[src/rtl/epd_pkg.sv]
// shared constants, enumerations and carriers for the e-paper update command decoder
// assumes one 40 MHz clock and a byte stream already framed by the serial front end
package epd_pkg;

    ////////////////////////////////////////////////////////////////////////////////
    // command codes
    localparam logic [7:0] CMD_DEEP_SLEEP = 8'h10;
    localparam logic [7:0] CMD_RESTART    = 8'h12;
    localparam logic [7:0] CMD_TEMP_SRC   = 8'h18;
    localparam logic [7:0] CMD_TEMP_WR    = 8'h1a;
    localparam logic [7:0] CMD_ACTIVATE   = 8'h20;
    localparam logic [7:0] CMD_RAM_OPT    = 8'h21;
    localparam logic [7:0] CMD_STAGE_SEL  = 8'h22;

    ////////////////////////////////////////////////////////////////////////////////
    // reset and selection values
    localparam logic [7:0]  TEMP_SRC_EXTERNAL = 8'h48;
    localparam logic [7:0]  TEMP_SRC_INTERNAL = 8'h80;
    localparam logic [7:0]  TEMP_SRC_RST      = TEMP_SRC_EXTERNAL;
    localparam logic [11:0] TEMP_VAL_RST      = 12'h7ff;
    localparam logic [7:0]  STAGE_SEL_RST     = 8'hff;
    localparam logic [1:0]  DEEP_SLEEP_RST    = 2'h0;
    localparam logic [3:0]  RAM_OPT_NORMAL    = 4'h0;
    localparam logic [3:0]  RAM_OPT_ZERO      = 4'h4;
    localparam logic [3:0]  RAM_OPT_INVERT    = 4'h8;

    ////////////////////////////////////////////////////////////////////////////////
    // field positions inside parameter bytes
    localparam int COLOR_OPT_LSB = 4;
    localparam int BW_OPT_LSB    = 0;
    localparam int RANGE_BIT     = 7;
    localparam int TEMP_LO_LSB   = 4;
    localparam int STG_CLK_ON    = 7;
    localparam int STG_ANA_ON    = 6;
    localparam int STG_DISPLAY   = 2;
    localparam int STG_ANA_OFF   = 1;
    localparam int STG_CLK_OFF   = 0;

    ////////////////////////////////////////////////////////////////////////////////
    // source output window limits
    localparam logic [7:0] SRC_FULL_FIRST   = 8'h00;
    localparam logic [7:0] SRC_FULL_LAST    = 8'haf;
    localparam logic [7:0] SRC_NARROW_FIRST = 8'h08;
    localparam logic [7:0] SRC_NARROW_LAST  = 8'ha7;

    ////////////////////////////////////////////////////////////////////////////////
    // timing, least times rounded up to whole cycles
    localparam int CLK_MHZ         = 40;
    localparam int RESTART_TIME_NS = 1000;
    localparam int STAGE_TIME_NS   = 500;
    localparam int RESTART_CYCLES  = (RESTART_TIME_NS * CLK_MHZ + 999) / 1000;
    localparam int STAGE_CYCLES    = (STAGE_TIME_NS * CLK_MHZ + 999) / 1000;

    ////////////////////////////////////////////////////////////////////////////////
    // types
    typedef enum logic [2:0] {
        ST_IDLE    = 3'h0,
        ST_RESTART = 3'h1,
        ST_CLK_ON  = 3'h2,
        ST_ANA_ON  = 3'h3,
        ST_DISPLAY = 3'h4,
        ST_ANA_OFF = 3'h5,
        ST_CLK_OFF = 3'h6
    } seq_state_t;

    typedef struct packed {
        logic       valid;
        logic       is_param;
        logic [7:0] data;
    } host_byte_t;

    typedef struct packed {
        logic [3:0] color_opt;
        logic [3:0] bw_opt;
        logic       range_narrow;
    } update_opt_t;

    typedef struct packed {
        logic clk_on;
        logic ana_on;
        logic display;
        logic ana_off;
        logic clk_off;
    } stage_en_t;

endpackage

[src/rtl/epd_update_control_cmds.sv]
// command decoder for restart, temperature source and value, update options and activation
// assumes host bytes arrive from a serial front end clocked by sys_clk_i, one per valid cycle
//
// Overview of operation
// restart restores defaults except deep sleep
// busy high until restart completes
// restart leaves image memories untouched
// 0x18 byte selects temperature source
// 0x1a two bytes form 12-bit temperature
// 0x20 runs only enabled update stages
// host waits for busy low before commands
// first byte high nibble sets colour memory use
// first byte low nibble sets black/white use
// second byte bit 7 picks source range
// 0x22 byte selects stages, default 0xff
// stage byte decodes into clock/analog steps
// parameter bytes belong to latest command
`timescale 1ns/1ps

module epd_update_control_cmds (
    input  wire logic                 sys_clk_i,
    input  wire logic                 rst_b_i,
    input  wire epd_pkg::host_byte_t  host_byte_i,
    output logic                      busy_o,
    output logic [7:0]                temp_source_o,
    output logic [11:0]               temp_value_o,
    output epd_pkg::update_opt_t      update_opt_o,
    output logic [7:0]                update_stage_o,
    output logic [7:0]                source_first_o,
    output logic [7:0]                source_last_o,
    output logic [1:0]                deep_sleep_o,
    output logic                      int_clk_en_o,
    output logic                      analog_en_o,
    output logic                      display_drive_o
);

    ////////////////////////////////////////////////////////////////////////////////
    // declarations
    epd_pkg::seq_state_t   state_q;
    epd_pkg::seq_state_t   state_d;
    epd_pkg::update_opt_t  opt_q;
    epd_pkg::stage_en_t    stage_en;
    logic [7:0]            cmd_q;
    logic [1:0]            param_idx_q;
    logic [7:0]            temp_src_q;
    logic [11:0]           temp_val_q;
    logic [7:0]            stage_sel_q;
    logic [1:0]            deep_sleep_q;
    logic                  busy_q;
    logic                  clk_en_q;
    logic                  ana_en_q;
    logic                  display_q;
    logic [7:0]            src_first_q;
    logic [7:0]            src_last_q;
    logic                  take;
    logic                  cmd_take;
    logic                  par_take;
    logic                  par0;
    logic                  par1;
    logic                  restart_go;
    logic                  act_go;
    logic                  wr_temp_src;
    logic                  wr_temp_hi;
    logic                  wr_temp_lo;
    logic                  wr_opt_a;
    logic                  wr_opt_b;
    logic                  wr_stage;
    logic                  wr_sleep;
    logic                  restart_done;
    logic                  stage_done;
    logic                  stage_on;
    logic                  stage_run;

    ////////////////////////////////////////////////////////////////////////////////
    // byte intake; bytes that arrive while busy are dropped
    assign take       = host_byte_i.valid && !busy_q;
    assign cmd_take   = take && !host_byte_i.is_param;
    assign par_take   = take && host_byte_i.is_param;
    assign par0       = par_take && (param_idx_q == 2'h0);
    assign par1       = par_take && (param_idx_q == 2'h1);
    assign restart_go = cmd_take && (host_byte_i.data == epd_pkg::CMD_RESTART);
    assign act_go     = cmd_take && (host_byte_i.data == epd_pkg::CMD_ACTIVATE);

    // parameter write strobes, steered by the latest command code
    assign wr_temp_src = par0 && (cmd_q == epd_pkg::CMD_TEMP_SRC);
    assign wr_temp_hi  = par0 && (cmd_q == epd_pkg::CMD_TEMP_WR);
    assign wr_temp_lo  = par1 && (cmd_q == epd_pkg::CMD_TEMP_WR);
    assign wr_opt_a    = par0 && (cmd_q == epd_pkg::CMD_RAM_OPT);
    assign wr_opt_b    = par1 && (cmd_q == epd_pkg::CMD_RAM_OPT);
    assign wr_stage    = par0 && (cmd_q == epd_pkg::CMD_STAGE_SEL);
    assign wr_sleep    = par0 && (cmd_q == epd_pkg::CMD_DEEP_SLEEP);

    ////////////////////////////////////////////////////////////////////////////////
    // command code and parameter position
    always_ff @(posedge sys_clk_i or negedge rst_b_i) begin
        if (!rst_b_i) begin
            cmd_q       <= 8'h00;
            param_idx_q <= 2'h0;
        end else if (cmd_take) begin
            cmd_q       <= host_byte_i.data;
            param_idx_q <= 2'h0;
        end else if (par_take && param_idx_q != 2'h3) begin
            param_idx_q <= param_idx_q + 2'h1;
        end
    end

    ////////////////////////////////////////////////////////////////////////////////
    // settings; restart reloads all but the deep sleep choice, no memory strobe here
    always_ff @(posedge sys_clk_i or negedge rst_b_i) begin
        if (!rst_b_i) begin
            temp_src_q  <= epd_pkg::TEMP_SRC_RST;
            temp_val_q  <= epd_pkg::TEMP_VAL_RST;
            opt_q       <= '0;
            stage_sel_q <= epd_pkg::STAGE_SEL_RST;
        end else if (restart_go) begin
            temp_src_q  <= epd_pkg::TEMP_SRC_RST;
            temp_val_q  <= epd_pkg::TEMP_VAL_RST;
            opt_q       <= '0;
            stage_sel_q <= epd_pkg::STAGE_SEL_RST;
        end else begin
            if (wr_temp_src) begin
                temp_src_q <= host_byte_i.data;
            end
            if (wr_temp_hi) begin
                temp_val_q[11:4] <= host_byte_i.data;
            end
            if (wr_temp_lo) begin
                temp_val_q[3:0] <= host_byte_i.data[7:epd_pkg::TEMP_LO_LSB];
            end
            if (wr_opt_a) begin
                opt_q.color_opt <= host_byte_i.data[epd_pkg::COLOR_OPT_LSB +: 4];
                opt_q.bw_opt    <= host_byte_i.data[epd_pkg::BW_OPT_LSB +: 4];
            end
            if (wr_opt_b) begin
                opt_q.range_narrow <= host_byte_i.data[epd_pkg::RANGE_BIT];
            end
            if (wr_stage) begin
                stage_sel_q <= host_byte_i.data;
            end
        end
    end

    // deep sleep choice survives a restart
    always_ff @(posedge sys_clk_i or negedge rst_b_i) begin
        if (!rst_b_i) begin
            deep_sleep_q <= epd_pkg::DEEP_SLEEP_RST;
        end else if (wr_sleep) begin
            deep_sleep_q <= host_byte_i.data[1:0];
        end
    end

    ////////////////////////////////////////////////////////////////////////////////
    // stage decode and timers
    stage_decode u_stage_decode (
        .sel_i (stage_sel_q),
        .en_o  (stage_en)
    );

    hold_timer #(.COUNT(epd_pkg::RESTART_CYCLES)) u_restart_timer (
        .sys_clk_i (sys_clk_i),
        .rst_b_i   (rst_b_i),
        .run_i     (state_q == epd_pkg::ST_RESTART),
        .done_o    (restart_done)
    );

    hold_timer #(.COUNT(epd_pkg::STAGE_CYCLES)) u_stage_timer (
        .sys_clk_i (sys_clk_i),
        .rst_b_i   (rst_b_i),
        .run_i     (stage_run),
        .done_o    (stage_done)
    );

    // enable of the current stage; disabled stages pass in one cycle
    always_comb begin
        unique case (state_q)
            epd_pkg::ST_CLK_ON:  stage_on = stage_en.clk_on;
            epd_pkg::ST_ANA_ON:  stage_on = stage_en.ana_on;
            epd_pkg::ST_DISPLAY: stage_on = stage_en.display;
            epd_pkg::ST_ANA_OFF: stage_on = stage_en.ana_off;
            epd_pkg::ST_CLK_OFF: stage_on = stage_en.clk_off;
            default:             stage_on = 1'b0;
        endcase
    end
    assign stage_run = stage_on;

    ////////////////////////////////////////////////////////////////////////////////
    // sequence state machine
    always_comb begin
        state_d = state_q;
        unique case (state_q)
            epd_pkg::ST_IDLE: begin
                if (restart_go) begin
                    state_d = epd_pkg::ST_RESTART;
                end else if (act_go) begin
                    state_d = epd_pkg::ST_CLK_ON;
                end
            end
            epd_pkg::ST_RESTART: begin
                if (restart_done) begin
                    state_d = epd_pkg::ST_IDLE;
                end
            end
            epd_pkg::ST_CLK_ON: begin
                if (!stage_on || stage_done) begin
                    state_d = epd_pkg::ST_ANA_ON;
                end
            end
            epd_pkg::ST_ANA_ON: begin
                if (!stage_on || stage_done) begin
                    state_d = epd_pkg::ST_DISPLAY;
                end
            end
            epd_pkg::ST_DISPLAY: begin
                if (!stage_on || stage_done) begin
                    state_d = epd_pkg::ST_ANA_OFF;
                end
            end
            epd_pkg::ST_ANA_OFF: begin
                if (!stage_on || stage_done) begin
                    state_d = epd_pkg::ST_CLK_OFF;
                end
            end
            epd_pkg::ST_CLK_OFF: begin
                if (!stage_on || stage_done) begin
                    state_d = epd_pkg::ST_IDLE;
                end
            end
            default: state_d = epd_pkg::ST_IDLE;
        endcase
    end

    // state, busy and stage effects
    always_ff @(posedge sys_clk_i or negedge rst_b_i) begin
        if (!rst_b_i) begin
            state_q   <= epd_pkg::ST_IDLE;
            busy_q    <= 1'b0;
            clk_en_q  <= 1'b0;
            ana_en_q  <= 1'b0;
            display_q <= 1'b0;
        end else begin
            state_q   <= state_d;
            busy_q    <= (state_d != epd_pkg::ST_IDLE);
            display_q <= (state_d == epd_pkg::ST_DISPLAY) && stage_en.display;
            if (restart_go) begin
                clk_en_q <= 1'b0;
                ana_en_q <= 1'b0;
            end else if (stage_done) begin
                unique case (state_q)
                    epd_pkg::ST_CLK_ON:  clk_en_q <= 1'b1;
                    epd_pkg::ST_ANA_ON:  ana_en_q <= 1'b1;
                    epd_pkg::ST_ANA_OFF: ana_en_q <= 1'b0;
                    epd_pkg::ST_CLK_OFF: clk_en_q <= 1'b0;
                    default: ;
                endcase
            end
        end
    end

    // active source window from the range choice
    always_ff @(posedge sys_clk_i or negedge rst_b_i) begin
        if (!rst_b_i) begin
            src_first_q <= epd_pkg::SRC_FULL_FIRST;
            src_last_q  <= epd_pkg::SRC_FULL_LAST;
        end else begin
            src_first_q <= opt_q.range_narrow ? epd_pkg::SRC_NARROW_FIRST
                                              : epd_pkg::SRC_FULL_FIRST;
            src_last_q  <= opt_q.range_narrow ? epd_pkg::SRC_NARROW_LAST
                                              : epd_pkg::SRC_FULL_LAST;
        end
    end

    ////////////////////////////////////////////////////////////////////////////////
    // outputs, all straight from flip-flops
    assign busy_o          = busy_q;
    assign temp_source_o   = temp_src_q;
    assign temp_value_o    = temp_val_q;
    assign update_opt_o    = opt_q;
    assign update_stage_o  = stage_sel_q;
    assign source_first_o  = src_first_q;
    assign source_last_o   = src_last_q;
    assign deep_sleep_o    = deep_sleep_q;
    assign int_clk_en_o    = clk_en_q;
    assign analog_en_o     = ana_en_q;
    assign display_drive_o = display_q;

    ////////////////////////////////////////////////////////////////////////////////
    // checks
    a_restart_defaults: assert property (@(posedge sys_clk_i) disable iff (!rst_b_i)
        restart_go |=> temp_src_q == epd_pkg::TEMP_SRC_RST && temp_val_q == epd_pkg::TEMP_VAL_RST
            && stage_sel_q == epd_pkg::STAGE_SEL_RST && opt_q == '0 && $stable(deep_sleep_q))
        else $error("restart did not restore defaults");

    a_restart_busy: assert property (@(posedge sys_clk_i) disable iff (!rst_b_i)
        restart_go |=> busy_q [*8] ##[1:40] !busy_q)
        else $error("busy wrong around restart");

    a_temp_source: assert property (@(posedge sys_clk_i) disable iff (!rst_b_i)
        wr_temp_src |=> temp_src_q == $past(host_byte_i.data))
        else $error("temperature source not taken");

    a_temp_low_nibble: assert property (@(posedge sys_clk_i) disable iff (!rst_b_i)
        par_take && cmd_q == epd_pkg::CMD_TEMP_WR && param_idx_q == 2'h1
        |=> temp_val_q[3:0] == $past(host_byte_i.data[7:4]))
        else $error("temperature low bits wrong");

    a_activate_busy: assert property (@(posedge sys_clk_i) disable iff (!rst_b_i)
        act_go |=> busy_q && state_q == epd_pkg::ST_CLK_ON)
        else $error("activation did not start sequence");

    a_ram_option: assert property (@(posedge sys_clk_i) disable iff (!rst_b_i)
        wr_opt_a |=> {opt_q.color_opt, opt_q.bw_opt} == $past(host_byte_i.data))
        else $error("ram option not stored");

    a_source_range: assert property (@(posedge sys_clk_i) disable iff (!rst_b_i)
        wr_opt_b ##1 !wr_opt_b |=> src_last_q == ($past(host_byte_i.data[7], 2)
            ? epd_pkg::SRC_NARROW_LAST : epd_pkg::SRC_FULL_LAST))
        else $error("source range not applied");

    a_clock_stage: assert property (@(posedge sys_clk_i) disable iff (!rst_b_i)
        state_q == epd_pkg::ST_CLK_ON && stage_done |=> clk_en_q)
        else $error("clock stage did not enable clock");

    a_param_order: assert property (@(posedge sys_clk_i) disable iff (!rst_b_i)
        cmd_take |=> param_idx_q == 2'h0 && cmd_q == $past(host_byte_i.data))
        else $error("command did not restart parameter count");

endmodule

[src/rtl/hold_timer.sv]
// cycle counter that pulses done after COUNT cycles of run
// assumes run stays high until done; dropping run restarts the count
`timescale 1ns/1ps

module hold_timer #(
    parameter int COUNT = 4
) (
    input  wire logic sys_clk_i,
    input  wire logic rst_b_i,
    input  wire logic run_i,
    output wire logic done_o
);

    localparam int W = $clog2(COUNT + 1);
    localparam logic [W-1:0] LAST = W'(COUNT - 1);

    logic [W-1:0] count_q;
    logic [W-1:0] count_d;

    // done in the last counted cycle, then start over
    assign done_o  = run_i && (count_q == LAST);
    assign count_d = (!run_i || done_o) ? '0 : count_q + W'(1);

    // count register
    always_ff @(posedge sys_clk_i or negedge rst_b_i) begin
        if (!rst_b_i) begin
            count_q <= '0;
        end else begin
            count_q <= count_d;
        end
    end

endmodule

[src/rtl/stage_decode.sv]
// splits the update stage selection byte into per stage enables
// assumes a stable selection byte from the owner register
`timescale 1ns/1ps

module stage_decode (
    input  wire logic [7:0]         sel_i,
    output epd_pkg::stage_en_t      en_o
);

    // one selection bit per sequence step
    assign en_o.clk_on  = sel_i[epd_pkg::STG_CLK_ON];
    assign en_o.ana_on  = sel_i[epd_pkg::STG_ANA_ON];
    assign en_o.display = sel_i[epd_pkg::STG_DISPLAY];
    assign en_o.ana_off = sel_i[epd_pkg::STG_ANA_OFF];
    assign en_o.clk_off = sel_i[epd_pkg::STG_CLK_OFF];

endmodule

[config.mk]
export PLATFORM = sky130hd
export DESIGN_NAME = epd_update_control_cmds
export DESIGN_NICKNAME = d
export VERILOG_FILES = /design/src/rtl/epd_pkg.sv /design/src/rtl/epd_update_control_cmds.sv /design/src/rtl/hold_timer.sv /design/src/rtl/stage_decode.sv
export SDC_FILE = /design/constraint.sdc
export NUM_CORES = 1
export LEC_CHECK = 0
export ABC_AREA = 1
export BUFFER_PORTS_ARGS = -buffer_cell sky130_fd_sc_hd__buf_2
export CAP_MARGIN = 20
export CORE_MARGIN = 4
export CORE_UTILIZATION = 50
export CTS_CLUSTER_SIZE = 16
export DETAILED_ROUTE_END_ITERATION = 6
export PLACE_DENSITY = 0.84
export SYNTH_ARGS = -nofsm -noshare
export SYNTH_HDL_FRONTEND = slang
export SYNTH_SLANG_ARGS = --single-unit
export TNS_END_PERCENT = 30
[constraint.sdc]
create_clock -name sys_clk_i -period 2.32 [get_ports sys_clk_i]
set_clock_uncertainty 0.2 [all_clocks]
set_input_delay 0.232 -clock sys_clk_i [delete_from_list [all_inputs] [get_ports sys_clk_i]]
set_output_delay 0.232 -clock sys_clk_i [all_outputs]
set_load 0.05 [all_outputs]
==> results.py <==
metrics = {
    "sta": {
        "rsz0062_at_grt": "false",
        "max_freq_mhz": 511,
        "period_minus_slack_ns": 1.96,
        "fin_crit_sh_pct": 84.3,
        "holdWs_ns": 0.00354,
        "finalSetupViolCount": 0,
        "fin_ws_ns": 0.365,
        "fin_setup_tns_ns": 0,
        "timing.final.max_slew_violations": 0,
        "hold_viol": 0,
    },
    "pwr": {
        "ir_drop_uv": 634,
        "internal_power_w": 0.00209,
        "power_w": 0.00349,
        "switching_share_pct": 40.2,
        "seqPwrFrac_pct": 45.5,
        "power_density_mw_per_mm2": 934,
        "switching_power_w": 0.00140,
        "p_comb_share_pct": 31.5,
        "power_frac_clock_pct": 23.0,
        "p_leak_nw": 1.92,
    },
    "routing": {
        "drt_wl_total_mm": 6.95,
        "dr.pass1.iters": 4,
        "top_layer_used": "met4",
        "drt_iter0_markers": 167,
        "routedWlPerCell_um": 13.7,
        "ant_nets": 0,
        "viasPerCell": 5.06,
        "wl_met3_um": 458,
        "drc": 0,
        "wl_met2_mm": 3.51,
        "num_vias": 2570,
        "wirelength_met1_mm": 2.89,
    },
    "final_layout": {
        "fillers": 533,
        "diodes": 0,
        "area_delta_synth_final_pct": 14.6,
        "drive_gt1_share_pct": 27.1,
        "fin_util_pct": 58.8,
        "finalNetCount": 443,
    },
    "logic_synthesis": {
        "synth_compound_area_share_pct": 9.80,
        "dominantRegCellSynth": "dfrtp_1",
        "syn_area_mm2": 0.00326,
        "synth.area.top_cells": "dfrtp_1, dfstp_2, nand2_1",
        "netlist_instances": 362,
        "synth_common_cells": "nand2_1, dfrtp_1, nor2_1",
        "yosys_warnings": 0,
        "synth_area_per_cell_um2": 8.99,
        "ys_types": 37,
        "yosysMostFrequentCell": "nand2_1",
        "synth_seq_cells": 69,
        "synth_area_leader_cell": "dfrtp_1",
        "seq_area_frac_synth_pct": 53.9,
        "synth_top_area_share_pct": 36.1,
        "synth_mux_area_share_pct": 0,
        "synth-edff-count": 0,
        "synth_xor_area_share_pct": 1.08,
        "synthAdderAreaFrac_pct": 1.92,
        "async_reset_ff_share_pct": 100,
        "synth_top_family_by_area": "simple AND/OR/NAND/NOR gates",
        "yosys.area_share.simple_pct": 23.8,
    },
    "cts": {
        "cts_made_buffers": 9,
        "cts_tree": "done",
        "clock_path_buffers": 2,
        "clk_latency_ns": 0.34,
        "cts_sinks": 69,
        "cts_setup_buffers": 0,
        "cts.root.buffer_cell": "clkbuf_8",
        "clkTransAtPathRegs_ns": 0.07,
        "htreeDepth": 3,
    },
    "floorplan": {
        "io-pin-count": 71,
        "start_util_pct": 51.3,
        "die-area_mm2": 0.00787,
        "fp-row-count": 29,
        "coreArea_mm2": 0.00635,
        "die_x_um": 88.7,
        "fp.dieH_um": 88.7,
    },
    "critical_path": {
        "reg2reg_depth": 8,
        "arrival_ns": 1.97,
        "rrSetupSlack_ns": 0.36,
        "criticalPathCategory": "flop to flop",
        "r2r_start": "u_stage_timer.count_q[0]",
        "cp_data_required_time_ns": 2.33,
        "endpoint_kind": "flop",
        "worstReg2RegEnd": "busy_o",
        "cp_max_fo": 5,
        "critPathLaunchType": "flop",
    },
    "worst_hold_path": {
        "holdPathStages": 3,
        "min_to": "update_opt_o[0]",
        "min_path_type": "input pin to flop",
        "min-delay-start": "host_byte_i[7]",
    },
    "placed_design": {
        "place_ws_ns": 0.364,
        "gp_congestion": 0.907,
        "port-buffer-count": 56,
        "dp_hpwl_mm": 5.18,
    },
    "grt": {
        "antenna_found_initial": 0,
        "grt.total_usage_pct": 20.4,
        "grt-ovfl-total": 0,
        "grt_pass1_vias": 2622,
        "grt_first_pass_wirelength_mm": 12.3,
        "grt_max_degree": 37,
    },
    "run": {
        "maxCapViolCount": 0,
    },
    "run_status": {
        "status": "finished clean",
    },
}
## area by class of cell
| class | instances | area [µm²] | share of cell area (%) |
|---|---|---|---|
| flip-flops and latches | 69 | 1750 | 47.0 |
| multi-input cells | 245 | 1240 | 33.4 |
| repair buffers | 60 | 328 | 8.78 |
| inverters | 41 | 154 | 4.12 |
| clock buffers | 14 | 143 | 3.82 |
| well taps | 77 | 96.3 | 2.58 |
| clock inverters | 2 | 12.5 | 0.335 |
## worst max-delay path by stage
stage,startpoint,to,slack [ns],depth (start not counted)
after global placement,u_stage_timer.count_q[0],busy_o,0.41,8
after detailed placement,u_stage_timer.count_q[0],busy_o,0.36,8
after CTS,u_stage_timer.count_q[0],busy_o,0.35,8
after global routing,u_stage_timer.count_q[0],display_drive_o,0.14,9
after floorplan,busy_o,temp_source_o[5],0.39,9
final,u_stage_timer.count_q[0],busy_o,0.36,8
## power by group through the flow
stage                     sequential (W)  clock [W]  combinational [W]
after detailed placement         0.00160          0            0.00110
after floorplan                  0.00191          0           0.000529
after global placement           0.00159          0            0.00108
final                            0.00159   0.000802            0.00110
after CTS                        0.00158   0.000822            0.00111
after global routing             0.00162   0.000887            0.00122
## state kept, by name, indices dropped and copies added (netlist names), 2 cells and up
register / count
temp_value_o: 12
u_stage_timer.count_q: 5
u_restart_timer.count_q: 6
update_opt_o: 9
cmd_q: 8
state_q: 3
update_stage_o: 8
param_idx_q: 2
deep_sleep_o: 2
temp_source_o: 8
## worst max-delay path, stage by stage, from the launching register on
cell      delay (ns)
dfrtp_1         0.37
ha_1            0.22
nand2_1         0.07
nor3_1          0.38
inv_2           0.14
nand3_1         0.13
nand2_1         0.07
a21oi_2         0.15
nand3b_1        0.10
## metrics by stage
step | area [µm²] | instances
after floorplan | 3300 | 374
after global placement | 3560 | 490
after detailed placement | 3560 | 490
after CTS | 3730 | 508
after global routing | 3730 | 508
final | 3730 | 508
## timing repair
item                                   in CTS  in global routing
setup endpoints to repair                   0                  0
endpoints found under the hold margin      57                  0
gates resized for setup                     0                  0
hold buffers                                2                  0
## routing by layer
metal / global-route usage, % / vias up
met3: 6.24 / 6
li1: - / 1261
met4: 7.83 / 0
met1: 26.0 / 1218
met5: 0 / -
met2: 32.6 / 85
## cells by family (layout without fill, tap and decap cells)
| kind of cell | Yosys count | in the layout |
|---|---|---|
| other | 2 | 14 |
| buffers and inverters | 60 | 117 |
| and+or+nand+nor | 167 | 167 |
| xor gates and xnor gates | 4 | 4 |
| DFF | 69 | 69 |
| adders and majority gates | 5 | 5 |
| AOI/OAI and AO/OA | 55 | 55 |
## layout by cell type, fill, tap and decap left out, drive strengths merged, types with 4 or more instances in the layout
master and count:
dfstp 22, nand3b 4, buf 58, nand2 89
nor3 10, conb 14, nand4 5, clkbuf 14
inv 41, nand3 15, dfrtp 47, o21ai 48
ha 5, nor2 38
No activity file was read; power rests on OpenSTA's default activity.
